===== src/bcc_codec_pkg.sv =====
// Constants, frame layouts and carrier types for the bearer connection control message codec.
// Assumes octets travel one per beat; bit 8 of an octet is bit [7] here.
package bcc_codec_pkg;
	localparam logic [7:0] PROTO_DISC = 8'h48;
	localparam logic [7:0] MT_FAULT_REPORT = 8'h28;
	localparam logic [7:0] MT_FAULT_ACK = 8'h29;
	localparam logic [7:0] MT_PROTO_ERROR = 8'h2A;
	localparam logic [7:0] IE_USER_PORT = 8'h40;
	localparam logic [7:0] IE_ISDN_CHAN = 8'h41;
	localparam logic [7:0] IE_TIME_SLOT = 8'h42;
	localparam logic [7:0] IE_MULTI_SLOT = 8'h43;
	localparam logic [7:0] IE_REJECT = 8'h44;
	localparam logic [7:0] IE_ERR_CAUSE = 8'h45;
	localparam logic [7:0] IE_INCOMPLETE = 8'h46;
	localparam logic [7:0] LEN_USER_PORT = 8'h02;
	localparam logic [7:0] LEN_TIME_SLOT = 8'h02;
	localparam logic [7:0] LEN_ERR_CAUSE = 8'h02;
	localparam logic [7:0] CAUSE_RESERVED_IE = 8'h01;
	localparam logic [7:0] CAUSE_REF_FORMAT = 8'h02;
	localparam logic [7:0] CAUSE_TRUNCATED = 8'h03;
	localparam logic [7:0] CAUSE_UNKNOWN_TYPE = 8'h04;
	localparam int REF_W = 13;
	localparam int REF_HI_W = 7;
	localparam int REF_LO_W = 6;
	localparam int ANA_PORT_W = 15;
	localparam int ISDN_PORT_W = 13;
	localparam int FRAME_MAX = 12;
	localparam logic [3:0] FRAME_LEN_BASE = 4'h8;
	localparam logic [3:0] FRAME_LEN_SLOT = 4'hC;
	localparam logic [3:0] FRAME_LEN_ERR = 4'h8;
	localparam int HOLD_CYCLES_DEFAULT = 10000;

	typedef struct packed {
		logic creator;
		logic [REF_W-1:0] value;
	} ref_num_t;

	typedef struct packed {
		logic isdn;
		logic [ANA_PORT_W-1:0] port_id;
		logic slot_valid;
		logic [7:0] link_id;
		logic [4:0] slot;
	} fault_req_t;

	typedef struct packed {
		logic last;
		logic [7:0] data;
	} octet_t;
endpackage


===== src/bcc_octet_fifo.sv =====
// Synchronous FIFO for outgoing octets with valid/ready on both sides.
// Assumes one clock; full and empty are exact, push is refused while full.
`timescale 1ns/1ps
module bcc_octet_fifo #(
	parameter int WIDTH = 9,
	parameter int DEPTH = 16
) (
	input wire logic clk,
	input wire logic resetn,
	input wire logic in_valid,
	output logic in_ready,
	input wire logic [WIDTH-1:0] in_data,
	output logic out_valid,
	input wire logic out_ready,
	output logic [WIDTH-1:0] out_data
);
	localparam int AW = $clog2(DEPTH);
	generate
		if (DEPTH < 2 || (1 << AW) != DEPTH) begin : g_bad_depth
			$error("FIFO depth must be a power of two of at least 2");
		end
	endgenerate

	logic [WIDTH-1:0] mem [DEPTH];
	logic [AW-1:0] wr_q;
	logic [AW-1:0] rd_q;
	logic [AW:0] count_q;
	logic push;
	logic pop;

	assign in_ready = (count_q != (AW+1)'(DEPTH));
	assign out_valid = (count_q != '0);
	assign out_data = mem[rd_q];
	assign push = in_valid && in_ready;
	assign pop = out_valid && out_ready;

	always_ff @(posedge clk) begin
		if (push) begin
			mem[wr_q] <= in_data;
		end
	end

	always_ff @(posedge clk or negedge resetn) begin
		if (!resetn) begin
			wr_q <= '0;
			rd_q <= '0;
			count_q <= '0;
		end else begin
			wr_q <= wr_q + AW'(push);
			rd_q <= rd_q + AW'(pop);
			count_q <= count_q + (AW+1)'(push) - (AW+1)'(pop);
		end
	end
endmodule // bcc_octet_fifo


===== src/bcc_ref_alloc.sv =====
// Reference number allocator for processes opened by the access side.
// Assumes one process open at a time; release comes from ack or cancel.
`timescale 1ns/1ps
module bcc_ref_alloc #(
	parameter int HOLD_CYCLES = bcc_codec_pkg::HOLD_CYCLES_DEFAULT
) (
	input wire logic clk,
	input wire logic resetn,
	input wire logic alloc,
	input wire logic release_ref,
	input wire logic taint,
	output logic free,
	output logic [bcc_codec_pkg::REF_W-1:0] active_ref
);
	localparam int CW = $clog2(HOLD_CYCLES + 1);
	generate
		if (HOLD_CYCLES < 1) begin : g_bad_hold
			$error("HOLD_CYCLES must be at least 1");
		end
	endgenerate

	logic busy_q;
	logic tainted_q;
	logic [CW-1:0] hold_q;

	assign free = !busy_q && (hold_q == '0);

	// Sequential generation; one open process means no value can collide
	// Advancing on release keeps the value ready for the frame built at alloc
	always_ff @(posedge clk or negedge resetn) begin
		if (!resetn) begin
			active_ref <= '0;
		end else if (busy_q && release_ref) begin
			active_ref <= active_ref + 1'b1;
		end
	end

	always_ff @(posedge clk or negedge resetn) begin
		if (!resetn) begin
			busy_q <= 1'b0;
			tainted_q <= 1'b0;
			hold_q <= '0;
		end else begin
			if (alloc && free) begin
				busy_q <= 1'b1;
				tainted_q <= 1'b0;
			end else if (busy_q && release_ref) begin
				busy_q <= 1'b0;
				tainted_q <= 1'b0;
				if (tainted_q || taint) begin
					hold_q <= CW'(HOLD_CYCLES);
				end
			end else if (busy_q && taint) begin
				tainted_q <= 1'b1;
			end
			if (hold_q != '0 && !(busy_q && release_ref)) begin
				hold_q <= hold_q - 1'b1;
			end
		end
	end
endmodule // bcc_ref_alloc


===== src/bcc_msg_codec.sv =====
// Access-side codec: builds fault reports and protocol error messages,
// parses incoming messages and reports acknowledgements and errors.
// Assumes octet streams with a last marker; inputs synchronous to clk.
`timescale 1ns/1ps
module bcc_msg_codec #(
	parameter int HOLD_CYCLES = bcc_codec_pkg::HOLD_CYCLES_DEFAULT,
	parameter int FIFO_DEPTH = 16
) (
	input wire logic clk,
	input wire logic resetn,
	input wire logic fault_req_valid,
	input wire bcc_codec_pkg::fault_req_t fault_req,
	output logic fault_req_ready,
	input wire logic fault_cancel,
	input wire logic in_valid,
	input wire logic [7:0] in_data,
	input wire logic in_last,
	output logic in_ready,
	output logic out_valid,
	output logic [7:0] out_data,
	output logic out_last,
	input wire logic out_ready,
	output logic fault_ack_pulse,
	output logic proto_err_pulse,
	output logic [7:0] proto_err_cause,
	output bcc_codec_pkg::ref_num_t active_ref
);
	typedef enum logic [2:0] {
		RX_PD = 3'b000,
		RX_REF_HI = 3'b001,
		RX_REF_LO = 3'b010,
		RX_TYPE = 3'b011,
		RX_IE_ID = 3'b100,
		RX_IE_LEN = 3'b101,
		RX_IE_BODY = 3'b110,
		RX_DISCARD = 3'b111
	} rx_state_t;

	// Receive side
	rx_state_t rx_q;
	bcc_codec_pkg::ref_num_t rx_ref_q;
	logic [7:0] rx_type_q;
	logic [7:0] rx_left_q;
	logic rx_take;
	logic rx_err;
	logic [7:0] rx_cause;
	logic rx_end_ok;

	// Pending protocol error message
	logic err_pend_q;
	bcc_codec_pkg::ref_num_t err_ref_q;
	logic [7:0] err_cause_q;
	logic [7:0] err_type_q;

	// Transmit frame builder
	logic [7:0] frame_q [bcc_codec_pkg::FRAME_MAX];
	logic [3:0] frame_len_q;
	logic [3:0] frame_idx_q;
	logic tx_busy_q;
	logic take_fault;
	logic take_err;
	logic [7:0] port_hi;
	logic [7:0] port_lo;
	logic [7:0] ref_hi;
	logic [7:0] ref_lo;

	// Reference allocation
	logic ref_free;
	logic [bcc_codec_pkg::REF_W-1:0] ref_value;
	logic ack_hit;
	logic taint_active;

	// Buffer and output stage
	bcc_codec_pkg::octet_t fifo_in;
	bcc_codec_pkg::octet_t fifo_out;
	logic fifo_in_ready;
	logic fifo_out_valid;
	logic fifo_pop;
	logic push;

	assign rx_take = in_valid && in_ready;

	// Parser step: error detection per octet
	always_comb begin
		rx_err = 1'b0;
		rx_cause = bcc_codec_pkg::CAUSE_TRUNCATED;
		if (rx_take) begin
			unique case (rx_q)
				RX_REF_LO: begin
					if (in_data[7:6] != 2'b00) begin
						rx_err = 1'b1;
						rx_cause = bcc_codec_pkg::CAUSE_REF_FORMAT;
					end else if (in_last) begin
						rx_err = 1'b1;
					end
				end
				RX_TYPE: begin
					if (in_data != bcc_codec_pkg::MT_FAULT_ACK) begin
						rx_err = 1'b1;
						rx_cause = bcc_codec_pkg::CAUSE_UNKNOWN_TYPE;
					end
				end
				RX_IE_ID: begin
					if (in_data[7] || in_data < bcc_codec_pkg::IE_USER_PORT
							|| in_data > bcc_codec_pkg::IE_INCOMPLETE) begin
						rx_err = 1'b1;
						rx_cause = bcc_codec_pkg::CAUSE_RESERVED_IE;
					end else if (in_last) begin
						rx_err = 1'b1;
					end
				end
				RX_IE_LEN: begin
					rx_err = in_last && (in_data != 8'h00);
				end
				RX_IE_BODY: begin
					rx_err = in_last && (rx_left_q != 8'h01);
				end
				RX_REF_HI: begin
					rx_err = in_last;
				end
				RX_PD, RX_DISCARD: begin
					rx_err = 1'b0;
				end
			endcase
		end
	end

	// Message closes cleanly on an element boundary
	always_comb begin
		rx_end_ok = 1'b0;
		if (rx_take && in_last && !rx_err) begin
			unique case (rx_q)
				RX_TYPE: rx_end_ok = 1'b1;
				RX_IE_LEN: rx_end_ok = 1'b1;
				RX_IE_BODY: rx_end_ok = 1'b1;
				default: rx_end_ok = 1'b0;
			endcase
		end
	end

	always_ff @(posedge clk or negedge resetn) begin
		if (!resetn) begin
			rx_q <= RX_PD;
			rx_ref_q <= '0;
			rx_type_q <= 8'h00;
			rx_left_q <= 8'h00;
		end else if (rx_take) begin
			unique case (rx_q)
				RX_PD: begin
					// Foreign discriminators belong to other protocols
					if (in_last) begin
						rx_q <= RX_PD;
					end else if (in_data == bcc_codec_pkg::PROTO_DISC) begin
						rx_q <= RX_REF_HI;
					end else begin
						rx_q <= RX_DISCARD;
					end
				end
				RX_REF_HI: begin
					rx_ref_q.creator <= in_data[7];
					rx_ref_q.value[bcc_codec_pkg::REF_W-1 -: bcc_codec_pkg::REF_HI_W] <=
						in_data[bcc_codec_pkg::REF_HI_W-1:0];
					rx_q <= in_last ? RX_PD : RX_REF_LO;
				end
				RX_REF_LO: begin
					rx_ref_q.value[bcc_codec_pkg::REF_LO_W-1:0] <=
						in_data[bcc_codec_pkg::REF_LO_W-1:0];
					rx_q <= in_last ? RX_PD : (rx_err ? RX_DISCARD : RX_TYPE);
				end
				RX_TYPE: begin
					rx_type_q <= in_data;
					rx_q <= in_last ? RX_PD : (rx_err ? RX_DISCARD : RX_IE_ID);
				end
				RX_IE_ID: begin
					rx_q <= in_last ? RX_PD : (rx_err ? RX_DISCARD : RX_IE_LEN);
				end
				RX_IE_LEN: begin
					rx_left_q <= in_data;
					if (in_last) begin
						rx_q <= RX_PD;
					end else begin
						rx_q <= (in_data == 8'h00) ? RX_IE_ID : RX_IE_BODY;
					end
				end
				RX_IE_BODY: begin
					rx_left_q <= rx_left_q - 8'h01;
					if (in_last) begin
						rx_q <= RX_PD;
					end else begin
						rx_q <= (rx_left_q == 8'h01) ? RX_IE_ID : RX_IE_BODY;
					end
				end
				RX_DISCARD: begin
					rx_q <= in_last ? RX_PD : RX_DISCARD;
				end
			endcase
		end
	end

	// Ack must name our own open process: creator set, value equal
	assign ack_hit = rx_end_ok && rx_ref_q.creator && !ref_free
		&& (rx_ref_q.value == ref_value)
		&& ((rx_q == RX_TYPE) ? (in_data == bcc_codec_pkg::MT_FAULT_ACK)
			: (rx_type_q == bcc_codec_pkg::MT_FAULT_ACK));
	assign taint_active = rx_err && rx_q != RX_REF_HI && rx_q != RX_REF_LO
		&& rx_ref_q.creator && (rx_ref_q.value == ref_value);

	always_ff @(posedge clk or negedge resetn) begin
		if (!resetn) begin
			fault_ack_pulse <= 1'b0;
			proto_err_pulse <= 1'b0;
			proto_err_cause <= 8'h00;
			in_ready <= 1'b0;
		end else begin
			// Arrival only; the failed bearer stays the exchange's business
			fault_ack_pulse <= ack_hit;
			proto_err_pulse <= rx_err;
			if (rx_err) begin
				proto_err_cause <= rx_cause;
			end
			in_ready <= 1'b1;
		end
	end

	// One pending error; a second error while one is pending is dropped
	always_ff @(posedge clk or negedge resetn) begin
		if (!resetn) begin
			err_pend_q <= 1'b0;
			err_ref_q <= '0;
			err_cause_q <= 8'h00;
			err_type_q <= 8'h00;
		end else if (rx_err && !err_pend_q) begin
			err_pend_q <= 1'b1;
			err_cause_q <= rx_cause;
			err_ref_q.creator <= (rx_q == RX_REF_HI) ? in_data[7] : rx_ref_q.creator;
			err_ref_q.value <= rx_ref_q.value;
			err_type_q <= (rx_q == RX_TYPE) ? in_data : rx_type_q;
		end else if (take_err) begin
			err_pend_q <= 1'b0;
		end
	end

	bcc_ref_alloc #(
		.HOLD_CYCLES(HOLD_CYCLES)
	) u_ref (
		.clk(clk),
		.resetn(resetn),
		.alloc(take_fault),
		.release_ref(ack_hit || fault_cancel),
		.taint(taint_active),
		.free(ref_free),
		.active_ref(ref_value)
	);

	assign take_fault = fault_req_valid && fault_req_ready;
	assign take_err = err_pend_q && !tx_busy_q && !take_fault;

	// Port element octets three and four
	always_comb begin
		if (fault_req.isdn) begin
			port_hi = {1'b0, fault_req.port_id[bcc_codec_pkg::ISDN_PORT_W-1:8], 2'b00};
		end else begin
			port_hi = {fault_req.port_id[bcc_codec_pkg::ANA_PORT_W-1:8], 1'b1};
		end
		port_lo = fault_req.port_id[7:0];
	end

	// Reference octets for outgoing messages
	always_comb begin
		if (take_fault) begin
			ref_hi = {1'b1, ref_value[bcc_codec_pkg::REF_W-1 -: bcc_codec_pkg::REF_HI_W]};
			ref_lo = {2'b00, ref_value[bcc_codec_pkg::REF_LO_W-1:0]};
		end else begin
			ref_hi = {err_ref_q.creator,
				err_ref_q.value[bcc_codec_pkg::REF_W-1 -: bcc_codec_pkg::REF_HI_W]};
			ref_lo = {2'b00, err_ref_q.value[bcc_codec_pkg::REF_LO_W-1:0]};
		end
	end

	// Only package identifiers are loaded, so nothing reserved is sent
	always_ff @(posedge clk) begin
		if (take_fault || take_err) begin
			frame_q[0] <= bcc_codec_pkg::PROTO_DISC;
			frame_q[1] <= ref_hi;
			frame_q[2] <= ref_lo;
		end
		if (take_fault) begin
			frame_q[3] <= bcc_codec_pkg::MT_FAULT_REPORT;
			frame_q[4] <= bcc_codec_pkg::IE_USER_PORT;
			frame_q[5] <= bcc_codec_pkg::LEN_USER_PORT;
			frame_q[6] <= port_hi;
			frame_q[7] <= port_lo;
			frame_q[8] <= bcc_codec_pkg::IE_TIME_SLOT;
			frame_q[9] <= bcc_codec_pkg::LEN_TIME_SLOT;
			frame_q[10] <= fault_req.link_id;
			frame_q[11] <= {3'b000, fault_req.slot};
		end else if (take_err) begin
			frame_q[3] <= bcc_codec_pkg::MT_PROTO_ERROR;
			frame_q[4] <= bcc_codec_pkg::IE_ERR_CAUSE;
			frame_q[5] <= bcc_codec_pkg::LEN_ERR_CAUSE;
			frame_q[6] <= err_cause_q;
			frame_q[7] <= err_type_q;
		end
	end

	assign push = tx_busy_q && fifo_in_ready;
	assign fifo_in.data = frame_q[frame_idx_q];
	assign fifo_in.last = (frame_idx_q == frame_len_q - 4'h1);

	always_ff @(posedge clk or negedge resetn) begin
		if (!resetn) begin
			tx_busy_q <= 1'b0;
			frame_len_q <= 4'h0;
			frame_idx_q <= 4'h0;
		end else if (take_fault || take_err) begin
			tx_busy_q <= 1'b1;
			frame_idx_q <= 4'h0;
			if (take_err) begin
				frame_len_q <= bcc_codec_pkg::FRAME_LEN_ERR;
			end else if (fault_req.slot_valid) begin
				frame_len_q <= bcc_codec_pkg::FRAME_LEN_SLOT;
			end else begin
				frame_len_q <= bcc_codec_pkg::FRAME_LEN_BASE;
			end
		end else if (push) begin
			frame_idx_q <= frame_idx_q + 4'h1;
			if (fifo_in.last) begin
				tx_busy_q <= 1'b0;
			end
		end
	end

	// Registered ready: a request is never taken while a frame is in build
	always_ff @(posedge clk or negedge resetn) begin
		if (!resetn) begin
			fault_req_ready <= 1'b0;
		end else begin
			fault_req_ready <= !take_fault && !take_err && ref_free
				&& (!tx_busy_q || (push && fifo_in.last));
		end
	end

	bcc_octet_fifo #(
		.WIDTH(9),
		.DEPTH(FIFO_DEPTH)
	) u_fifo (
		.clk(clk),
		.resetn(resetn),
		.in_valid(tx_busy_q),
		.in_ready(fifo_in_ready),
		.in_data(fifo_in),
		.out_valid(fifo_out_valid),
		.out_ready(fifo_pop),
		.out_data(fifo_out)
	);

	assign fifo_pop = fifo_out_valid && (!out_valid || out_ready);

	// Output register keeps every link output on a flop
	always_ff @(posedge clk or negedge resetn) begin
		if (!resetn) begin
			out_valid <= 1'b0;
			out_data <= 8'h00;
			out_last <= 1'b0;
		end else if (!out_valid || out_ready) begin
			out_valid <= fifo_out_valid;
			out_data <= fifo_out.data;
			out_last <= fifo_out.last;
		end
	end

	always_ff @(posedge clk or negedge resetn) begin
		if (!resetn) begin
			active_ref <= '0;
		end else begin
			active_ref.creator <= !ref_free;
			active_ref.value <= ref_value;
		end
	end
endmodule // bcc_msg_codec


===== config.mk =====
export PLATFORM = sky130hd
export DESIGN_NAME = bcc_msg_codec
export DESIGN_NICKNAME = d
export VERILOG_FILES = /design/src/bcc_codec_pkg.sv /design/src/bcc_octet_fifo.sv /design/src/bcc_ref_alloc.sv /design/src/bcc_msg_codec.sv
export SDC_FILE = /design/constraint.sdc
export NUM_CORES = 1
export LEC_CHECK = 0
export BUFFER_PORTS_ARGS = -buffer_cell sky130_fd_sc_hd__buf_2
export CAP_MARGIN = 30
export CORE_ASPECT_RATIO = 2
export CORE_MARGIN = 5
export CORE_UTILIZATION = 50
export CTS_CLUSTER_DIAMETER = 120
export DETAILED_ROUTE_END_ITERATION = 12
export PLACE_DENSITY = 0.74
export SYNTH_ARGS = -nofsm -noshare
export SYNTH_HDL_FRONTEND = slang
export SYNTH_SLANG_ARGS = --single-unit

===== constraint.sdc =====
create_clock -name clk -period 4.3 [get_ports clk]
set_input_delay 0 -clock clk [delete_from_list [all_inputs] [get_ports clk]]
set_output_delay 0 -clock clk [all_outputs]
set_load 0.05 [all_outputs]

==> results of run 1 <==
==> registers in the layout, summed over array words and instances (netlist names), 2 cells and up <==
| register | flops |
|---|---|
| u_fifo.rd_q | 4 |
| u_fifo.count_q | 5 |
| u_ref.active_ref | 13 |
| proto_err_cause | 3 |
| u_fifo.wr_q | 4 |
| u_ref.hold_q | 14 |
| rx_ref_q | 14 |
| err_type_q | 8 |
| out_data | 8 |
| frame_q | 44 |
| rx_left_q | 8 |
| rx_q | 3 |
| frame_len_q | 2 |
| frame_idx_q | 4 |
| active_ref | 14 |
| u_fifo.mem | 144 |
| rx_type_q | 8 |
| err_ref_q | 14 |
| err_cause_q | 3 |
==> cells by family (layout without fill, tap and decap cells) <==
family,Yosys count,in the layout
other cells,2,6
buf+inv,83,227
xor+xnor,38,38
mux,132,132
fa+ha+maj,16,16
compound gates,155,155
simple gates,285,285
flops,327,327
==> through the flow <==
step                util, %  hold slack [ps]  cell area (sq um)  total power, uW
global placement       53.0             21.4              14900             8340
floorplan                 -             -296              14100             7400
global route           58.1             53.6              16300            11500
finish                 58.1             12.2              16300            11000
detailed placement     53.1             20.0              14900             8500
CTS                    58.1             13.5              16300            11000
==> worst max-delay path: stages, from the launching register on <==
cell and delay, ps:
dfrtp_1 660, nor3b_1 540, o22ai_1 220, a21bo_2 270, a2111oi_0 390, buf_4 200
nor3_4 40, buf_4 230, nor4_1 500, mux2i_1 280
==> area by class of cell <==
cell class / instances / area share [%]
Timing Repair Buffer: 148 / 6.52
Clock inverter: 11 / 0.498
Inverter: 27 / 0.621
Clock buffer: 41 / 5.07
Tap cell: 356 / 2.73
Multi-Input combinational cell: 632 / 28.7
Sequential cell: 327 / 55.8
==> power by group <==
part | total, uW | switching (uW) | internal, uW | leakage, uW
Sequential | 5090 | 628 | 4460 | 0.00345
Combinational | 3400 | 2010 | 1390 | 0.00248
Clock | 2460 | 1070 | 1400 | 0.000438
Total | 11000 | 3700 | 7250 | 0.00636
==> routing by layer <==
layer / track usage, % / up-vias / part of all wire, %
met5: 0 / - / 0
met4: 9.83 / 0 / 4.5
met3: 2.28 / 76 / 3.3
met2: 40.3 / 246 / 59
met1: 19.7 / 4406 / 33
li1: - / 4105 / -
==> how the worst min path moves through the flow <==
stage                         end  slack [ps]  depth (start not counted)
floorplan           active_ref[0]        -300                          0
global placement     rx_type_q[6]          20                          1
detailed placement   rx_type_q[6]          20                          1
CTS                  rx_type_q[6]          10                          2
global route         rx_left_q[4]          50                          2
finish               rx_type_q[6]          10                          2
==> timing repair <==
action                    4_1_cts  5_1_grt
hold endpoints to repair      155        0
hold buffers                   49        0
buffers inserted                0        0
==> placed cells by master (no fill, tap or decap), drive strengths merged, types with 7 or more instances in the layout <==
cell type / count
nor2: 72
buf: 99
xnor2: 31
or3: 8
nand2b: 10
or4: 11
o21ai: 45
a31oi: 12
inv: 24
nor3: 13
nand2: 101
dfrtp: 139
clkbuf: 41
clkinv: 10
edfxtp: 187
dlygate4sd3: 49
o221ai: 27
a21oi: 26
mux4: 19
mux2i: 59
mux2: 54
nand4: 11
and3: 7
xor2: 7
nand3: 13
ha: 15
==> results.md, run 1 <==
- Outcome: finished clean
- Reg-to-reg endpoint: u_ref.hold_q[8]
- Resized cells post-CTS: 0
- Initial antenna violation count: 0
- Final nets: 1225
- Setup CP Type: register to register
- Die area: 0.0319 sq mm
- Sequential area share after synthesis: 64.6%
- Post-Route WL: 31.8 mm
- First DRT Iteration DRCs: 577
- Routed vias: 8833
- RSZ-0062 raised after global routing: false
- EDFF count, synth: 187
- Launch point of the worst reg-to-reg path: rx_q[0]
- Synth Area in Simple Gates: 9.89%
- Clk sink count: 327
- Peak VDD IR: 0.412 mV
- Detailed Place HPWL: 22.4 mm
- Crit path time final: 3430 ps
- Least-Margin Pin Slew: 1000 ps
- Wire per inst: 20.6 um
- Worst hold path class: primary input to async pin
- Syn. warnings: 0
- Total CTS buffers: 28
- FILL cells: 2194
- Clock transition at path regs: 70 ps
- Total track usage: 20.1%
- Initial core utilization: 50.2%
- Final hold violations: 0
- Die X: 129 um
- Placed Instances: 1438
- Largest family of logic cells by synthesized area: multiplexers
- R2R depth: 9
- Final setup fails: 0
- Top FF cell, synth: edfxtp_1
- Synth Area in XOR/XNOR: 2.36%
- Pwr dens: 671 mW/mm^2
- DR DRC count: 0
- Die Ht: 248 um
- Synth-to-Final Area Change: 15.7%
- Routability cong.: 0.940
- Max Fclk: 291 MHz
- Slew margin rel.: 33.0%
- Clk buf depth: 3
- GR Overflow Total: 0
- CP endpoint kind: register
- Final slew viol count: 0
- Leakage power: 0.00636 uW
- Ys async rst share: 42.5%
- Synth top cells by count: edfxtp_1, dfrtp_1, nand2_1
- Synth top area share: 39.8%
- Yosys cell types: 71
- Avg Inst Size Synth: 13.6 sq um
- DR pass1 iterations: 5
- Core area: 0.0281 sq mm
- Setup TNS: 0 ps
- Crit-path max FO: 32
- CP Launch Type: register
- Row count: 87
- Layout cells sized above 1: 19.4%
- R2R setup slack: 870 ps
- Vias in the first global route: 9210
- Start point of the critical path: rx_q[0]
- Clock Latency Late Sink: 540 ps
- Dpl ws: 1030 ps
- Ranking of synthesized cells by area: edfxtp_1, dfrtp_1, mux2_2
- Syn Std Cell Area: 0.0141 sq mm
- # H-tree levels: 1
- Post-Synth Adder-Cell Area: 1.47%
- Setup Skew: 11.0 ps
- Compound-Gate Fraction of Synth Area: 7.65%
- # Max-Cap Violations: 0
- Multi-input logic area: 0.00469 sq mm
- Port bufs: 75
- FF+latch count, synth: 327
- Count leader, synth: edfxtp_1
- Cell count after synthesis: 1038
- Register area: 0.00911 sq mm
- Mux cell area share after synthesis: 11.5%
- CTS tree: yes
- Non-Filler Instances: 1542
- Largest area contributor in the netlist: edfxtp_1
- # diodes: 0
- Worst setup path endpoint: u_ref.hold_q[8]
- Critical path arrival: 3880 ps
- Pin count of the biggest net entering global routing: 64
- Io pins: 81
- Final setup margin: 868 ps
- Final period utilization: 79.8%
- Via-to-Cell Ratio: 5.73
- Global-route wire length before repair: 49.7 mm
- CTS root buffer: clkbuf_16
- Worst path required time: 4750 ps
- Routed Antenna Nets: 0
(Power assumes the default switching activity.)
==> inputs of run 2 (changes only) <==
--- a/config.mk
+++ b/config.mk
@@ -12,7 +12,7 @@
 export CORE_UTILIZATION = 50
 export CTS_CLUSTER_DIAMETER = 120
 export DETAILED_ROUTE_END_ITERATION = 12
-export PLACE_DENSITY = 0.74
+export PLACE_DENSITY = 0.77
 export SYNTH_ARGS = -nofsm -noshare
 export SYNTH_HDL_FRONTEND = slang
 export SYNTH_SLANG_ARGS = --single-unit
==> constraint.sdc (replaced) <==
create_clock -name clk -period 3 [get_ports clk]
set_input_delay 0 -clock clk [delete_from_list [all_inputs] [get_ports clk]]
set_output_delay 0 -clock clk [all_outputs]
set_load 0.05 [all_outputs]
==> results.md, run 2 (same netlist as run 1, synthesis figures left out) <==
- Outcome: finished clean
- # diodes: 0 (unchanged)
- CP Launch Type: register
- Die X: 129 um (unchanged)
- Grt peak-use layer: met2
- Routed vias: 9240 (+4.6%)
- Largest Register: u_fifo.mem
- Synth-to-Final Area Change: 19.7%
- Setup Skew: 22.4 ps (+11.5 ps)
- Leakage power: 0.00670 uW (+5.3%)
- Clock transition at path regs: 70 ps (about the same)
- Max Fclk: 339 MHz (+16%)
- Routability cong.: 0.946 (+0.68%)
- Io pins: 81 (unchanged)
- Clock power share: 22.6% (about the same)
- Final slew viol count: 0 (unchanged)
- Port bufs: 75 (unchanged)
- Clk sink count: 327 (unchanged)
- # Max-Cap Violations: 0 (unchanged)
- Total CTS buffers: 28 (unchanged)
- Peak VDD IR: 0.560 mV (+36%)
- Placed Instances: 1494 (+3.9%)
- Min Hold Slack: 4.53 ps (-7.69 ps)
- Die Ht: 248 um (unchanged)
- Met1 Track Usage GR: 21.0% (+1.3 points)
- Total track usage: 21.7% (+1.6 points)
- RSZ-0062 raised after global routing: true
- Final nets: 1282 (+4.7%)
- Global-route wire length before repair: 53.3 mm (+7.3%)
- Via-to-Cell Ratio: 5.78 (+0.88%)
- Least-Margin Pin Slew: 834 ps (-166 ps)
- Utilization after layout: 60.1% (+2.0 points)
- Vias in the first global route: 9827 (+6.7%)
- Dpl ws: -1.78 ps (-1030 ps)
- Max FFs per register: 144 (unchanged)
- R2R depth: 8 (-1)
- CTS tree: yes
- Worst hold path class: primary input to async pin
- Detailed Place HPWL: 24.1 mm (+7.7%)
- Met3 usage: 2.26% (-0.022 points)
- Final setup fails: 0 (unchanged)
- Commonest non-fill, non-tap cells in the layout: edfxtp_1, dfrtp_1, nand2_1
- Final setup margin: 46.1 ps (-822 ps)
- Final period utilization: 98.5% (+19 points)
- CTS root buffer: clkbuf_16
- Setup CP Type: register to register
- Layout cells sized above 1: 24.0% (+4.6 points)
- Reg power frac: 44.3% (-2.2 points)
- Commonest non-fill, non-tap cell in the layout: edfxtp_1
- First DRT Iteration DRCs: 611 (+5.9%)
- Biggest regs: u_fifo.mem: 144 flops, frame_q: 44 flops
- Clock Latency Late Sink: 560 ps (+20 ps)
- Critical path arrival: 3440 ps (-440 ps)
- Routed Antenna Nets: 0 (unchanged)
- Pwr dens: 962 mW/mm^2 (+43%)
- Sw power: 5620 uW (+52%)
- CP endpoint kind: register
- Post-DP Area: 0.0154 sq mm (+3.1%)
- Crit path time final: 2950 ps (-478 ps)
- Core area: 0.0281 sq mm (unchanged)
- Die area: 0.0319 sq mm (unchanged)
- Clk buf depth: 3 (unchanged)
- Initial antenna violation count: 0 (unchanged)
- Slew margin rel.: 43.7% (+11 points)
- # H-tree levels: 1 (unchanged)
- Met2 global-route usage: 43.3% (+3.1 points)
- Worst path required time: 3490 ps (-1260 ps)
- Design Area, Final: 0.0169 sq mm (+3.4%)
- DR DRC count: 0 (unchanged)
- Pin count of the biggest net entering global routing: 77 (+20%)
- Wire per inst: 21.2 um (+2.8%)
- Post-Route WL: 33.9 mm (+6.6%)
- Pint: 10600 uW (+47%)
- Non-Filler Instances: 1599 (+3.7%)
- Final hold violations: 0 (unchanged)
- Initial core utilization: 50.2% (unchanged)
- Switch share: 34.6% (+0.77 points)
- Row count: 87 (unchanged)
- Gate power share: 33.1% (+2.0 points)
- DR pass1 iterations: 5 (unchanged)
- Crit-path max FO: 8 (-75%)
- GR Overflow Total: 0 (unchanged)
==> run 2: layout make-up <==
type | instances | area, sq um
multi-input cells | 632 | 4720
clock inverters | 21 | 226
clock buffers | 31 | 722
flip-flops and latches | 327 | 9110
inverters | 27 | 101
well taps | 356 | 445
fillers | 2146 | 11200
repair buffers | 205 | 1560
==> run 2: metrics by stage <==
stage / TNS (ps) / power (uW)
final: 0 / 16200
after global placement: 0 / 12200
after CTS: 0 / 16300
after global routing: -353 / 17100
after detailed placement: -1.78 / 12500
after floorplan: 0 / 10600
==> run 2: what timing repair did <==
| action | 4_1_cts | 5_1_grt |
|---|---|---|
| setup endpoints to repair | 1 | 7 |
| endpoints found under the hold margin | 190 | 0 |
| pin swaps | 1 | 5 |
| buffers inserted | 0 | 4 |
| hold buffers | 49 | 0 |
| gates resized for setup | 1 | 12 |
| cloned | 0 | 0 |
==> run 2: power by group through the flow <==
stage / registers [uW] / logic, uW / clock network (uW)
6_report: 7190 / 5370 / 3670
3_5_place_dp: 7250 / 5260 / 0
2_1_floorplan: 7190 / 3420 / 0
3_3_place_gp: 7190 / 5050 / 0
4_1_cts: 7170 / 5360 / 3750
5_1_grt: 7310 / 5850 / 3960
==> run 2: path summary, 6_finish.rpt <==
path / start / endpoint / slack [ps]
hold reg to reg: out_data[5] / out_data[5] / 470
hold / removal: resetn / rx_left_q[4] / 5
setup / recovery: u_ref.hold_q[7] / u_ref.hold_q[11] / 50
setup reg to reg: u_ref.hold_q[7] / u_ref.hold_q[11] / 50
max in group asynchronous: resetn / active_ref[0] / 2150
min in group clk: fault_req_valid / frame_len_q[2] / 40
==> run 2: worst max-delay path: stages, from the launching register on <==
cell	delay (ps)
dfrtp_1	380
or4_4	560
or4_4	450
or3_4	340
or4_4	580
a31oi_4	210
buf_12	150
o21ai_0	70
mux2i_1	120
==> run 2: per-layer routing <==
layer  part of all wire (%)  up-vias
met2                     59      282
met1                     32     4615
met3                    3.2      103
met4                    6.2        0
li1                       -     4240
met5                      0        -
